`src/pkg/pport_pkg.sv`:
```
// Package for protected port forward mask: widths, reset values, carriers
// How it works
// Frames from an isolated port reach only promiscuous ports of the VLAN.
// An isolated port receives frames only when they entered on a promiscuous port.
// Frames from a promiscuous port may go to any member port.
// A promiscuous port accepts frames from every member port.
// Promiscuous ingress uses the VLAN member mask unchanged.
// Isolated ingress ANDs the VLAN mask with the promiscuous-port mask.
// One isolation setting per port, shared by all private VLANs.
// After reset every port is promiscuous.
// Isolation only narrows the VLAN mask, never widens it.
// Management reads back isolated and promiscuous port sets.
// One bit per port, 1 means isolated; writes affect later lookups.
package pport_pkg;
  localparam int unsigned NPORTS   = 24;
  localparam int unsigned PIDX_W   = 5;
  localparam logic [23:0] ISO_RST  = 24'h00_0000;
  localparam logic [23:0] ALL_PORT = 24'hFF_FFFF;

  typedef logic [NPORTS-1:0] pmask_t;

  typedef struct packed {
    logic                valid;
    logic [PIDX_W-1:0]   src_port;
    pmask_t              vlan_mask;
  } lookup_s;

  typedef struct packed {
    logic   valid;
    pmask_t fwd_mask;
  } result_s;

  typedef struct packed {
    logic   wr;
    pmask_t wr_mask;
    pmask_t wr_data;
  } cfg_s;
endpackage : pport_pkg

```
`src/logic/pport_fwd_mask.sv`:
```
// Top: applies private VLAN isolation to forwarding lookups
`timescale 1ns/100ps
module pport_fwd_mask (
  input  wire logic                   clk_sys_i,
  input  wire logic                   rstn_i,
  input  wire pport_pkg::lookup_s     lookup_i,
  input  wire pport_pkg::cfg_s        cfg_i,
  output pport_pkg::result_s          result_o,
  output pport_pkg::pmask_t           iso_ports_o,
  output pport_pkg::pmask_t           prom_ports_o
);
  // Lookup and write captures feed only the checks below
  typedef struct packed {
    pport_pkg::result_s res;
    pport_pkg::pmask_t  iso_rd;
    pport_pkg::pmask_t  prom_rd;
    logic               lk_seen;
    logic               lk_src_iso;
    logic               lk_src_ok;
    pport_pkg::pmask_t  lk_vmask;
    pport_pkg::pmask_t  lk_iso;
    logic               wr_seen;
    pport_pkg::pmask_t  wr_mask;
    pport_pkg::pmask_t  wr_data;
  } st_s;
  st_s st_r;
  st_s st_nxt;
  pport_pkg::pmask_t iso_w;

  // Ports beyond the last one count as promiscuous
  function automatic logic src_in_range(
    input logic [pport_pkg::PIDX_W-1:0] src
  );
    return src < pport_pkg::PIDX_W'(pport_pkg::NPORTS);
  endfunction : src_in_range

  function automatic logic src_is_iso(
    input logic [pport_pkg::PIDX_W-1:0] src,
    input pport_pkg::pmask_t            iso
  );
    logic hit;
    hit = 1'b0;
    if (src_in_range(src)) begin
      hit = iso[src];
    end
    return hit;
  endfunction : src_is_iso

  function automatic pport_pkg::pmask_t prom_of(
    input pport_pkg::pmask_t iso
  );
    return ~iso & pport_pkg::ALL_PORT;
  endfunction : prom_of

  function automatic pport_pkg::pmask_t apply_iso(
    input pport_pkg::pmask_t           vmask,
    input logic [pport_pkg::PIDX_W-1:0] src,
    input pport_pkg::pmask_t           iso
  );
    pport_pkg::pmask_t fwd;
    fwd = vmask;
    // Only ever narrows the VLAN mask
    if (src_is_iso(src, iso)) begin
      fwd = vmask & prom_of(iso);
    end
    return fwd;
  endfunction : apply_iso

  // Shared across all VLANs: no VLAN id reaches the store
  pport_iso_store u_store (
    .clk_sys_i (clk_sys_i),
    .rstn_i    (rstn_i),
    .cfg_i     (cfg_i),
    .iso_o     (iso_w)
  );

  always_comb begin
    st_nxt = st_r;
    st_nxt.res.valid    = lookup_i.valid;
    st_nxt.res.fwd_mask = lookup_i.valid ?
      apply_iso(lookup_i.vlan_mask, lookup_i.src_port, iso_w) : '0;
    st_nxt.iso_rd  = iso_w;
    st_nxt.prom_rd = prom_of(iso_w);
    st_nxt.lk_seen    = lookup_i.valid;
    st_nxt.lk_src_iso = src_is_iso(lookup_i.src_port, iso_w);
    st_nxt.lk_src_ok  = src_in_range(lookup_i.src_port);
    st_nxt.lk_vmask   = lookup_i.vlan_mask;
    st_nxt.lk_iso     = iso_w;
    st_nxt.wr_seen    = cfg_i.wr;
    st_nxt.wr_mask    = cfg_i.wr_mask;
    st_nxt.wr_data    = cfg_i.wr_data;
  end

  always_ff @(posedge clk_sys_i) begin
    if (!rstn_i) begin
      st_r.res        <= '0;
      st_r.iso_rd     <= pport_pkg::ISO_RST;
      st_r.prom_rd    <= pport_pkg::ALL_PORT;
      st_r.lk_seen    <= 1'b0;
      st_r.lk_src_iso <= 1'b0;
      st_r.lk_src_ok  <= 1'b0;
      st_r.lk_vmask   <= '0;
      st_r.lk_iso     <= pport_pkg::ISO_RST;
      st_r.wr_seen    <= 1'b0;
      st_r.wr_mask    <= '0;
      st_r.wr_data    <= '0;
    end else begin
      st_r <= st_nxt;
    end
  end

  assign result_o     = st_r.res;
  assign iso_ports_o  = st_r.iso_rd;
  assign prom_ports_o = st_r.prom_rd;

  a_fwd_subset: assert property (@(posedge clk_sys_i) disable iff (!rstn_i)
    lookup_i.valid |=> (result_o.fwd_mask & ~$past(lookup_i.vlan_mask)) == '0)
    else $error("forward mask wider than VLAN mask");
  a_iso_to_prom: assert property (@(posedge clk_sys_i) disable iff (!rstn_i)
    lookup_i.valid && iso_w[lookup_i.src_port] |=>
      (result_o.fwd_mask & $past(iso_w)) == '0)
    else $error("isolated ingress reached an isolated port");
  a_iso_exact: assert property (@(posedge clk_sys_i) disable iff (!rstn_i)
    lookup_i.valid && iso_w[lookup_i.src_port] |=>
      result_o.fwd_mask == ($past(lookup_i.vlan_mask) & ~$past(iso_w)))
    else $error("isolated ingress mask wrong");
  a_prom_pass: assert property (@(posedge clk_sys_i) disable iff (!rstn_i)
    lookup_i.valid && !iso_w[lookup_i.src_port] |=>
      result_o.fwd_mask == $past(lookup_i.vlan_mask))
    else $error("promiscuous ingress mask altered");
  a_iso_rx_only: assert property (@(posedge clk_sys_i) disable iff (!rstn_i)
    lookup_i.valid ##1 (result_o.fwd_mask & $past(iso_w)) != '0 |->
      !$past(iso_w[lookup_i.src_port]))
    else $error("isolated port fed from isolated ingress");
  a_prom_rx_all: assert property (@(posedge clk_sys_i) disable iff (!rstn_i)
    lookup_i.valid |=> (result_o.fwd_mask & ~$past(iso_w)) ==
      ($past(lookup_i.vlan_mask) & ~$past(iso_w)))
    else $error("promiscuous port dropped");
  a_prom_tx_all: assert property (@(posedge clk_sys_i) disable iff (!rstn_i)
    lookup_i.valid && !iso_w[lookup_i.src_port] |=>
      (result_o.fwd_mask & $past(iso_w)) == ($past(lookup_i.vlan_mask) & $past(iso_w)))
    else $error("promiscuous ingress blocked to isolated");
  a_readback_pair: assert property (@(posedge clk_sys_i) disable iff (!rstn_i)
    (iso_ports_o ^ prom_ports_o) == pport_pkg::ALL_PORT ##1 iso_ports_o == $past(iso_w))
    else $error("readback sets inconsistent");
  a_reset_prom: assert property (@(posedge clk_sys_i) !rstn_i |=> prom_ports_o == pport_pkg::ALL_PORT)
    else $error("ports not promiscuous after reset");
  a_idle_zero: assert property (@(posedge clk_sys_i) disable iff (!rstn_i)
    !lookup_i.valid |=> !result_o.valid && result_o.fwd_mask == '0)
    else $error("result without lookup");

  // Checks against the captured lookup, so no sampled history is needed
  a_res_on_lookup: assert property (
    @(posedge clk_sys_i) disable iff (!rstn_i)
    st_r.lk_seen |->
      result_o.valid)
    else $error("lookup gave no result");

  a_res_no_lookup: assert property (
    @(posedge clk_sys_i) disable iff (!rstn_i)
    !st_r.lk_seen |->
      !result_o.valid)
    else $error("result appeared with no lookup");

  a_cap_iso_narrow: assert property (
    @(posedge clk_sys_i) disable iff (!rstn_i)
    st_r.lk_seen && st_r.lk_src_iso |->
      result_o.fwd_mask == (st_r.lk_vmask & ~st_r.lk_iso))
    else $error("isolated ingress not narrowed");

  a_cap_prom_pass: assert property (
    @(posedge clk_sys_i) disable iff (!rstn_i)
    st_r.lk_seen && !st_r.lk_src_iso |->
      result_o.fwd_mask == st_r.lk_vmask)
    else $error("promiscuous ingress changed");

  a_cap_subset: assert property (
    @(posedge clk_sys_i) disable iff (!rstn_i)
    st_r.lk_seen |->
      (result_o.fwd_mask & ~st_r.lk_vmask) == '0)
    else $error("result outside VLAN members");

  a_cap_iso_dest: assert property (
    @(posedge clk_sys_i) disable iff (!rstn_i)
    st_r.lk_seen && st_r.lk_src_iso |->
      (result_o.fwd_mask & st_r.lk_iso) == '0)
    else $error("isolated ingress reached isolated port");

  a_range_prom: assert property (
    @(posedge clk_sys_i) disable iff (!rstn_i)
    st_r.lk_seen && !st_r.lk_src_ok |->
      result_o.fwd_mask == st_r.lk_vmask)
    else $error("out of range ingress was masked");

  a_iso_rx_prom: assert property (
    @(posedge clk_sys_i) disable iff (!rstn_i)
    st_r.lk_seen && (result_o.fwd_mask & st_r.lk_iso) != '0 |->
      !st_r.lk_src_iso)
    else $error("isolated port got isolated traffic");

  a_prom_rx_keep: assert property (
    @(posedge clk_sys_i) disable iff (!rstn_i)
    st_r.lk_seen |->
      (result_o.fwd_mask & ~st_r.lk_iso) == (st_r.lk_vmask & ~st_r.lk_iso))
    else $error("promiscuous member was dropped");

  a_prom_tx_iso: assert property (
    @(posedge clk_sys_i) disable iff (!rstn_i)
    st_r.lk_seen && !st_r.lk_src_iso |->
      (result_o.fwd_mask & st_r.lk_iso) == (st_r.lk_vmask & st_r.lk_iso))
    else $error("promiscuous ingress kept from isolated");

  a_no_vlan_none: assert property (
    @(posedge clk_sys_i) disable iff (!rstn_i)
    st_r.lk_seen && st_r.lk_vmask == '0 |->
      result_o.fwd_mask == '0)
    else $error("result without VLAN members");

  a_all_prom_pass: assert property (
    @(posedge clk_sys_i) disable iff (!rstn_i)
    st_r.lk_seen && st_r.lk_iso == '0 |->
      result_o.fwd_mask == st_r.lk_vmask)
    else $error("mask narrowed with no isolated port");

  a_idle_mask: assert property (
    @(posedge clk_sys_i) disable iff (!rstn_i)
    !result_o.valid |->
      result_o.fwd_mask == '0)
    else $error("mask shown without result");

  // Write path: a lookup beside a write still sees the old setting
  a_wr_applied: assert property (
    @(posedge clk_sys_i) disable iff (!rstn_i)
    st_r.wr_seen |->
      (iso_w & st_r.wr_mask) == (st_r.wr_data & st_r.wr_mask))
    else $error("masked write lost");

  a_wr_keeps_rest: assert property (
    @(posedge clk_sys_i) disable iff (!rstn_i)
    st_r.wr_seen |->
      (iso_w & ~st_r.wr_mask) == (st_r.lk_iso & ~st_r.wr_mask))
    else $error("write touched unmasked ports");

  a_no_wr_hold: assert property (
    @(posedge clk_sys_i) disable iff (!rstn_i)
    !st_r.wr_seen |->
      iso_w == st_r.lk_iso)
    else $error("isolation changed without write");

  a_wr_to_rb: assert property (
    @(posedge clk_sys_i) disable iff (!rstn_i)
    st_r.wr_seen |=>
      (iso_ports_o & $past(st_r.wr_mask)) == ($past(st_r.wr_data) & $past(st_r.wr_mask)))
    else $error("isolated readback missed write");

  a_wr_rb_prom: assert property (
    @(posedge clk_sys_i) disable iff (!rstn_i)
    st_r.wr_seen |=>
      (prom_ports_o & $past(st_r.wr_mask)) == (~$past(st_r.wr_data) & $past(st_r.wr_mask)))
    else $error("promiscuous readback missed write");

  a_rb_iso_follow: assert property (
    @(posedge clk_sys_i) disable iff (!rstn_i)
    1'b1 |->
      iso_ports_o == st_r.lk_iso)
    else $error("isolated readback stale");

  a_rb_prom_inv: assert property (
    @(posedge clk_sys_i) disable iff (!rstn_i)
    1'b1 |->
      prom_ports_o == ~iso_ports_o)
    else $error("readback sets not complementary");

  a_rb_disjoint: assert property (
    @(posedge clk_sys_i) disable iff (!rstn_i)
    1'b1 |->
      (iso_ports_o & prom_ports_o) == '0)
    else $error("port in both readback sets");

  a_rb_cover: assert property (
    @(posedge clk_sys_i) disable iff (!rstn_i)
    1'b1 |->
      (iso_ports_o | prom_ports_o) == pport_pkg::ALL_PORT)
    else $error("port in neither readback set");

  // Reset checks carry no disable so they watch the reset cycles too
  a_rst_result: assert property (
    @(posedge clk_sys_i)
    !rstn_i |=>
      !result_o.valid && result_o.fwd_mask == '0)
    else $error("result not cleared by reset");

  a_rst_iso_rb: assert property (
    @(posedge clk_sys_i)
    !rstn_i |=>
      iso_ports_o == pport_pkg::ISO_RST)
    else $error("isolated readback not reset");

  a_rst_store: assert property (
    @(posedge clk_sys_i)
    !rstn_i |=>
      iso_w == pport_pkg::ISO_RST)
    else $error("stored isolation not reset");

  a_rst_lk: assert property (
    @(posedge clk_sys_i)
    !rstn_i |=>
      !st_r.lk_seen && !st_r.wr_seen)
    else $error("capture not cleared by reset");

endmodule : pport_fwd_mask

```
`src/logic/pport_iso_store.sv`:
```
// Isolation bit store, one bit per port, registered readback
`timescale 1ns/100ps
module pport_iso_store (
  input  wire logic              clk_sys_i,
  input  wire logic              rstn_i,
  input  wire pport_pkg::cfg_s   cfg_i,
  output logic [pport_pkg::NPORTS-1:0] iso_o
);
  typedef struct packed {
    logic [pport_pkg::NPORTS-1:0] iso;
  } st_s;
  st_s st_r;
  st_s st_nxt;

  always_comb begin
    st_nxt = st_r;
    if (cfg_i.wr) begin
      // Masked write so single ports change alone
      st_nxt.iso = (st_r.iso & ~cfg_i.wr_mask) | (cfg_i.wr_data & cfg_i.wr_mask);
    end
  end

  always_ff @(posedge clk_sys_i) begin
    if (!rstn_i) begin
      st_r.iso <= pport_pkg::ISO_RST;
    end else begin
      st_r <= st_nxt;
    end
  end

  assign iso_o = st_r.iso;

  a_iso_reset: assert property (@(posedge clk_sys_i) !rstn_i |=> iso_o == '0)
    else $error("isolation set not cleared by reset");
  a_iso_write: assert property (@(posedge clk_sys_i) disable iff (!rstn_i)
    cfg_i.wr |=> ((iso_o & $past(cfg_i.wr_mask)) == ($past(cfg_i.wr_data) & $past(cfg_i.wr_mask))))
    else $error("isolation write not applied");
endmodule : pport_iso_store

```
`config.mk`:
```
export PLATFORM = sky130hd
export DESIGN_NAME = pport_fwd_mask
export DESIGN_NICKNAME = d
export VERILOG_FILES = /design/src/pkg/pport_pkg.sv /design/src/logic/pport_fwd_mask.sv /design/src/logic/pport_iso_store.sv
export SDC_FILE = /design/constraint.sdc
export NUM_CORES = 1
export LEC_CHECK = 0
export ABC_AREA = 1
export CAP_MARGIN = 20
export CORE_MARGIN = 2
export CORE_UTILIZATION = 55
export CTS_BUF_LIST = sky130_fd_sc_hd__clkbuf_2 sky130_fd_sc_hd__clkbuf_4 sky130_fd_sc_hd__clkbuf_8
export CTS_CLUSTER_SIZE = 40
export DETAILED_ROUTE_END_ITERATION = 7
export DONT_BUFFER_PORTS = 1
export GPL_ROUTABILITY_DRIVEN = 0
export PLACE_DENSITY = 0.7
export SLEW_MARGIN = 0
export SYNTH_ARGS = -nofsm -noshare
export SYNTH_HDL_FRONTEND = slang
export SYNTH_SLANG_ARGS = --single-unit
```
`constraint.sdc`:
```
create_clock -name clk_sys_i -period 1.6 [get_ports clk_sys_i]
set_input_delay 0.08 -clock clk_sys_i [delete_from_list [all_inputs] [get_ports clk_sys_i]]
set_output_delay 0.08 -clock clk_sys_i [all_outputs]
set_load 0.01 [all_outputs]
```
==> flow_summary.toml <==
[status]
outcome = "completed"

[floorplanning]
placementRows = 29
start_util = 0.562
die_y_um = 83.8
die_w_um = 83.8
io_pins = 154
dieArea_um2 = 7030
fp.coreArea_um2 = 6240

[timing]
tightest_slew_ns = 1.06
drv_slew = 0
timing.final.crit_share = 0.920
whs_ns = 0.0950
fin_tns_setup_ns = 0
rsz0062_at_grt = "false"
relSlewSlack = 0.293
setup_violations = 0
hold_viol = 0
period_needed_ns = 1.47
fin_skew_ns = 0.00870
fmax_ghz = 0.680

[global_routing]
overflow = 0
grt_util_all_layers = 0.279
grt_pass1_vias = 3243
grt_start_max_net_pins = 38
grt_antenna_before_repair = 0
grt_pass1_wl_um = 15400

[critical_path]
cp-end-kind = "flip-flop"
crit_path_cell_trace = "nand2_1 -> nand3_1 -> nand3_1 -> nand2_1 -> nand2_2 -> nand2_4 -> nand3_1 -> nand2_1 -> inv_1"
crit_path_max_fanout = 24
crit_type = "reg2reg"
arrival_ns = 1.73
slowest_delay_ns = 0.43
setup.worst_path.start_class = "flip-flop"
required_ns = 1.85
worst-path-buf-inv = 1
crit_family = "simple AND/OR/NAND/NOR gates"
slowest_stage = "dfxtp_1"

[yosys]
yosys_warnings = 0
synth.distinct_cells = 19
synth.net_count = 518
async_flop_share = 0
synthTopCellsByCount = "nand2_1 (123), dfxtp_1 (97), inv_1 (76)"
netlist_area_um2 = 3510
synthCells = 437
synth_area_leader_cell = "dfxtp_1"
ys_ff_latch = 97
ys.flop_type = "dfxtp_1"
yosysTopAreaCellShare = 0.554
yosysMostFrequentCell = "nand2_1"
ys_seq_area_frac = 0.554
syn_area_per_cell_um2 = 8.02
synth_edf_count = 0
yosys-top-cells-area = "dfxtp_1 (55%), nand2_1 (13%), inv_1 (8.1%), nand3_1 (7.6%), nand3_2 (3.7%)"

[place]
dp_cells = 498
portBuffers = 0
dp_hpwl_um = 5260

[detailed_routing]
drt_wl_total_um = 10000
antenna_left = 0
viasPerCell = 5.10
firstDrtPassIters = 5
wl_per_cell_um = 16.2
drc_errors = 0
dr_total_vias = 3139
drtIter0Drc = 218

[clocking]
root_buffer = "clkbuf_8"
cts-htree-levels = 3
clk_latency_ns = 0.35
cts_buffers = 9
clkTransAtPathRegs_ns = 0.09
cts.sinks = 97
clockBufferDepth = 2
cts_tree = "yes"

[finish]
synthToLayoutAreaGrowth_pct = 35.8
multi_input_area_um2 = 1130
final-seq-area_um2 = 1940
drive_above_1_share = 0.0798
nets = 615
antenna_cells = 0
fin_cells = 616
fillers = 430

[min_path]
min_path_type = "in2reg"

[job]
drv_cap = 0

[power]
power_density_nw_per_um2 = 1020
leakage_uw = 0.00228
peakVddDrop_mv = 0.706
[worst reg2reg max path, stage by stage (launching register included)]
cell     delay (ns)
dfxtp_1        0.43
nand2_1        0.08
nand3_1        0.07
nand3_1        0.08
nand2_1        0.08
nand2_2        0.06
nand2_4        0.28
nand3_1        0.15
nand2_1        0.09
inv_1          0.04
[what timing repair did]
item,CTS,global route
hold buffers,103,6
resized for setup,0,4
buffers inserted,0,0
endpoints found under the hold margin,96,3
setup endpoints to repair,0,8
[cells by family (layout without fill, tap and decap cells)]
group,after synthesis,in the layout,synth area share
buf+inv,97,199,0.126
flops,97,97,0.554
simple gates,219,219,0.286
compound gates,24,24,0.0343
[final cells by class]
type / count / share of cell area
Multi-Input combinational cell: 243 / 0.238
Tap cell: 77 / 0.0202
Timing Repair Buffer: 104 / 0.221
Inverter: 79 / 0.0652
Sequential cell: 97 / 0.408
Clock inverter: 4 / 0.0160
Clock buffer: 12 / 0.0321
[metal layers]
| layer | wire length [um] | track usage |
|---|---|---|
| met5 | 0 | 0 |
| met4 | 250 | 0.114 |
| met3 | 782 | 0.0742 |
| met2 | 5090 | 0.500 |
| met1 | 3880 | 0.312 |
[stage by stage]
step | util | area, um2 | setup slack (ns) | power [uW]
after floorplan | - | 3510 | 0.428 | 2880
final | 0.763 | 4760 | 0.129 | 4840
after detailed placement | 0.560 | 3500 | 0.154 | 2890
after CTS | 0.762 | 4760 | 0.0180 | 4820
after global routing | 0.763 | 4760 | 0.0133 | 5000
after global placement | 0.560 | 3500 | 0.196 | 2880
[final timing paths]
| check | startpoint | cells past startpoint | endpoint | slack (ns) |
|---|---|---|---|---|
| worst max-delay path | flip-flop | 9 | result_o[1] | 0.13 |
| worst min-delay path | lookup_i[29] | 3 | result_o[24] | 0.1 |
| worst max register to register | flip-flop | 9 | result_o[1] | 0.13 |
| worst min register to register | flip-flop | 1 | prom_ports_o[6] | 0.46 |
[power by group]
group | internal [uW] | switching, uW
Clock | 962 | 818
Combinational | 249 | 224
Sequential | 2500 | 89.9
[layout by cell type, fill, tap and decap left out]
cell type / instances
buf_12: 1
nand3_1: 53
clkbuf_8: 10
inv_2: 2
nand3_4: 1
clkinvlp_4: 1
dlygate4sd3_1: 101
clkinv_4: 1
a21oi_1: 21
a21oi_2: 3
nor2_1: 24
nand2_4: 1
nand3_2: 13
nand2_2: 4
clkbuf_4: 2
inv_1: 76
dlymetal6s4s_1: 1
bufinv_16: 2
nand2_1: 123
bufinv_8: 1
dfxtp_1: 97
buf_4: 1
(Power assumes the default switching activity.)
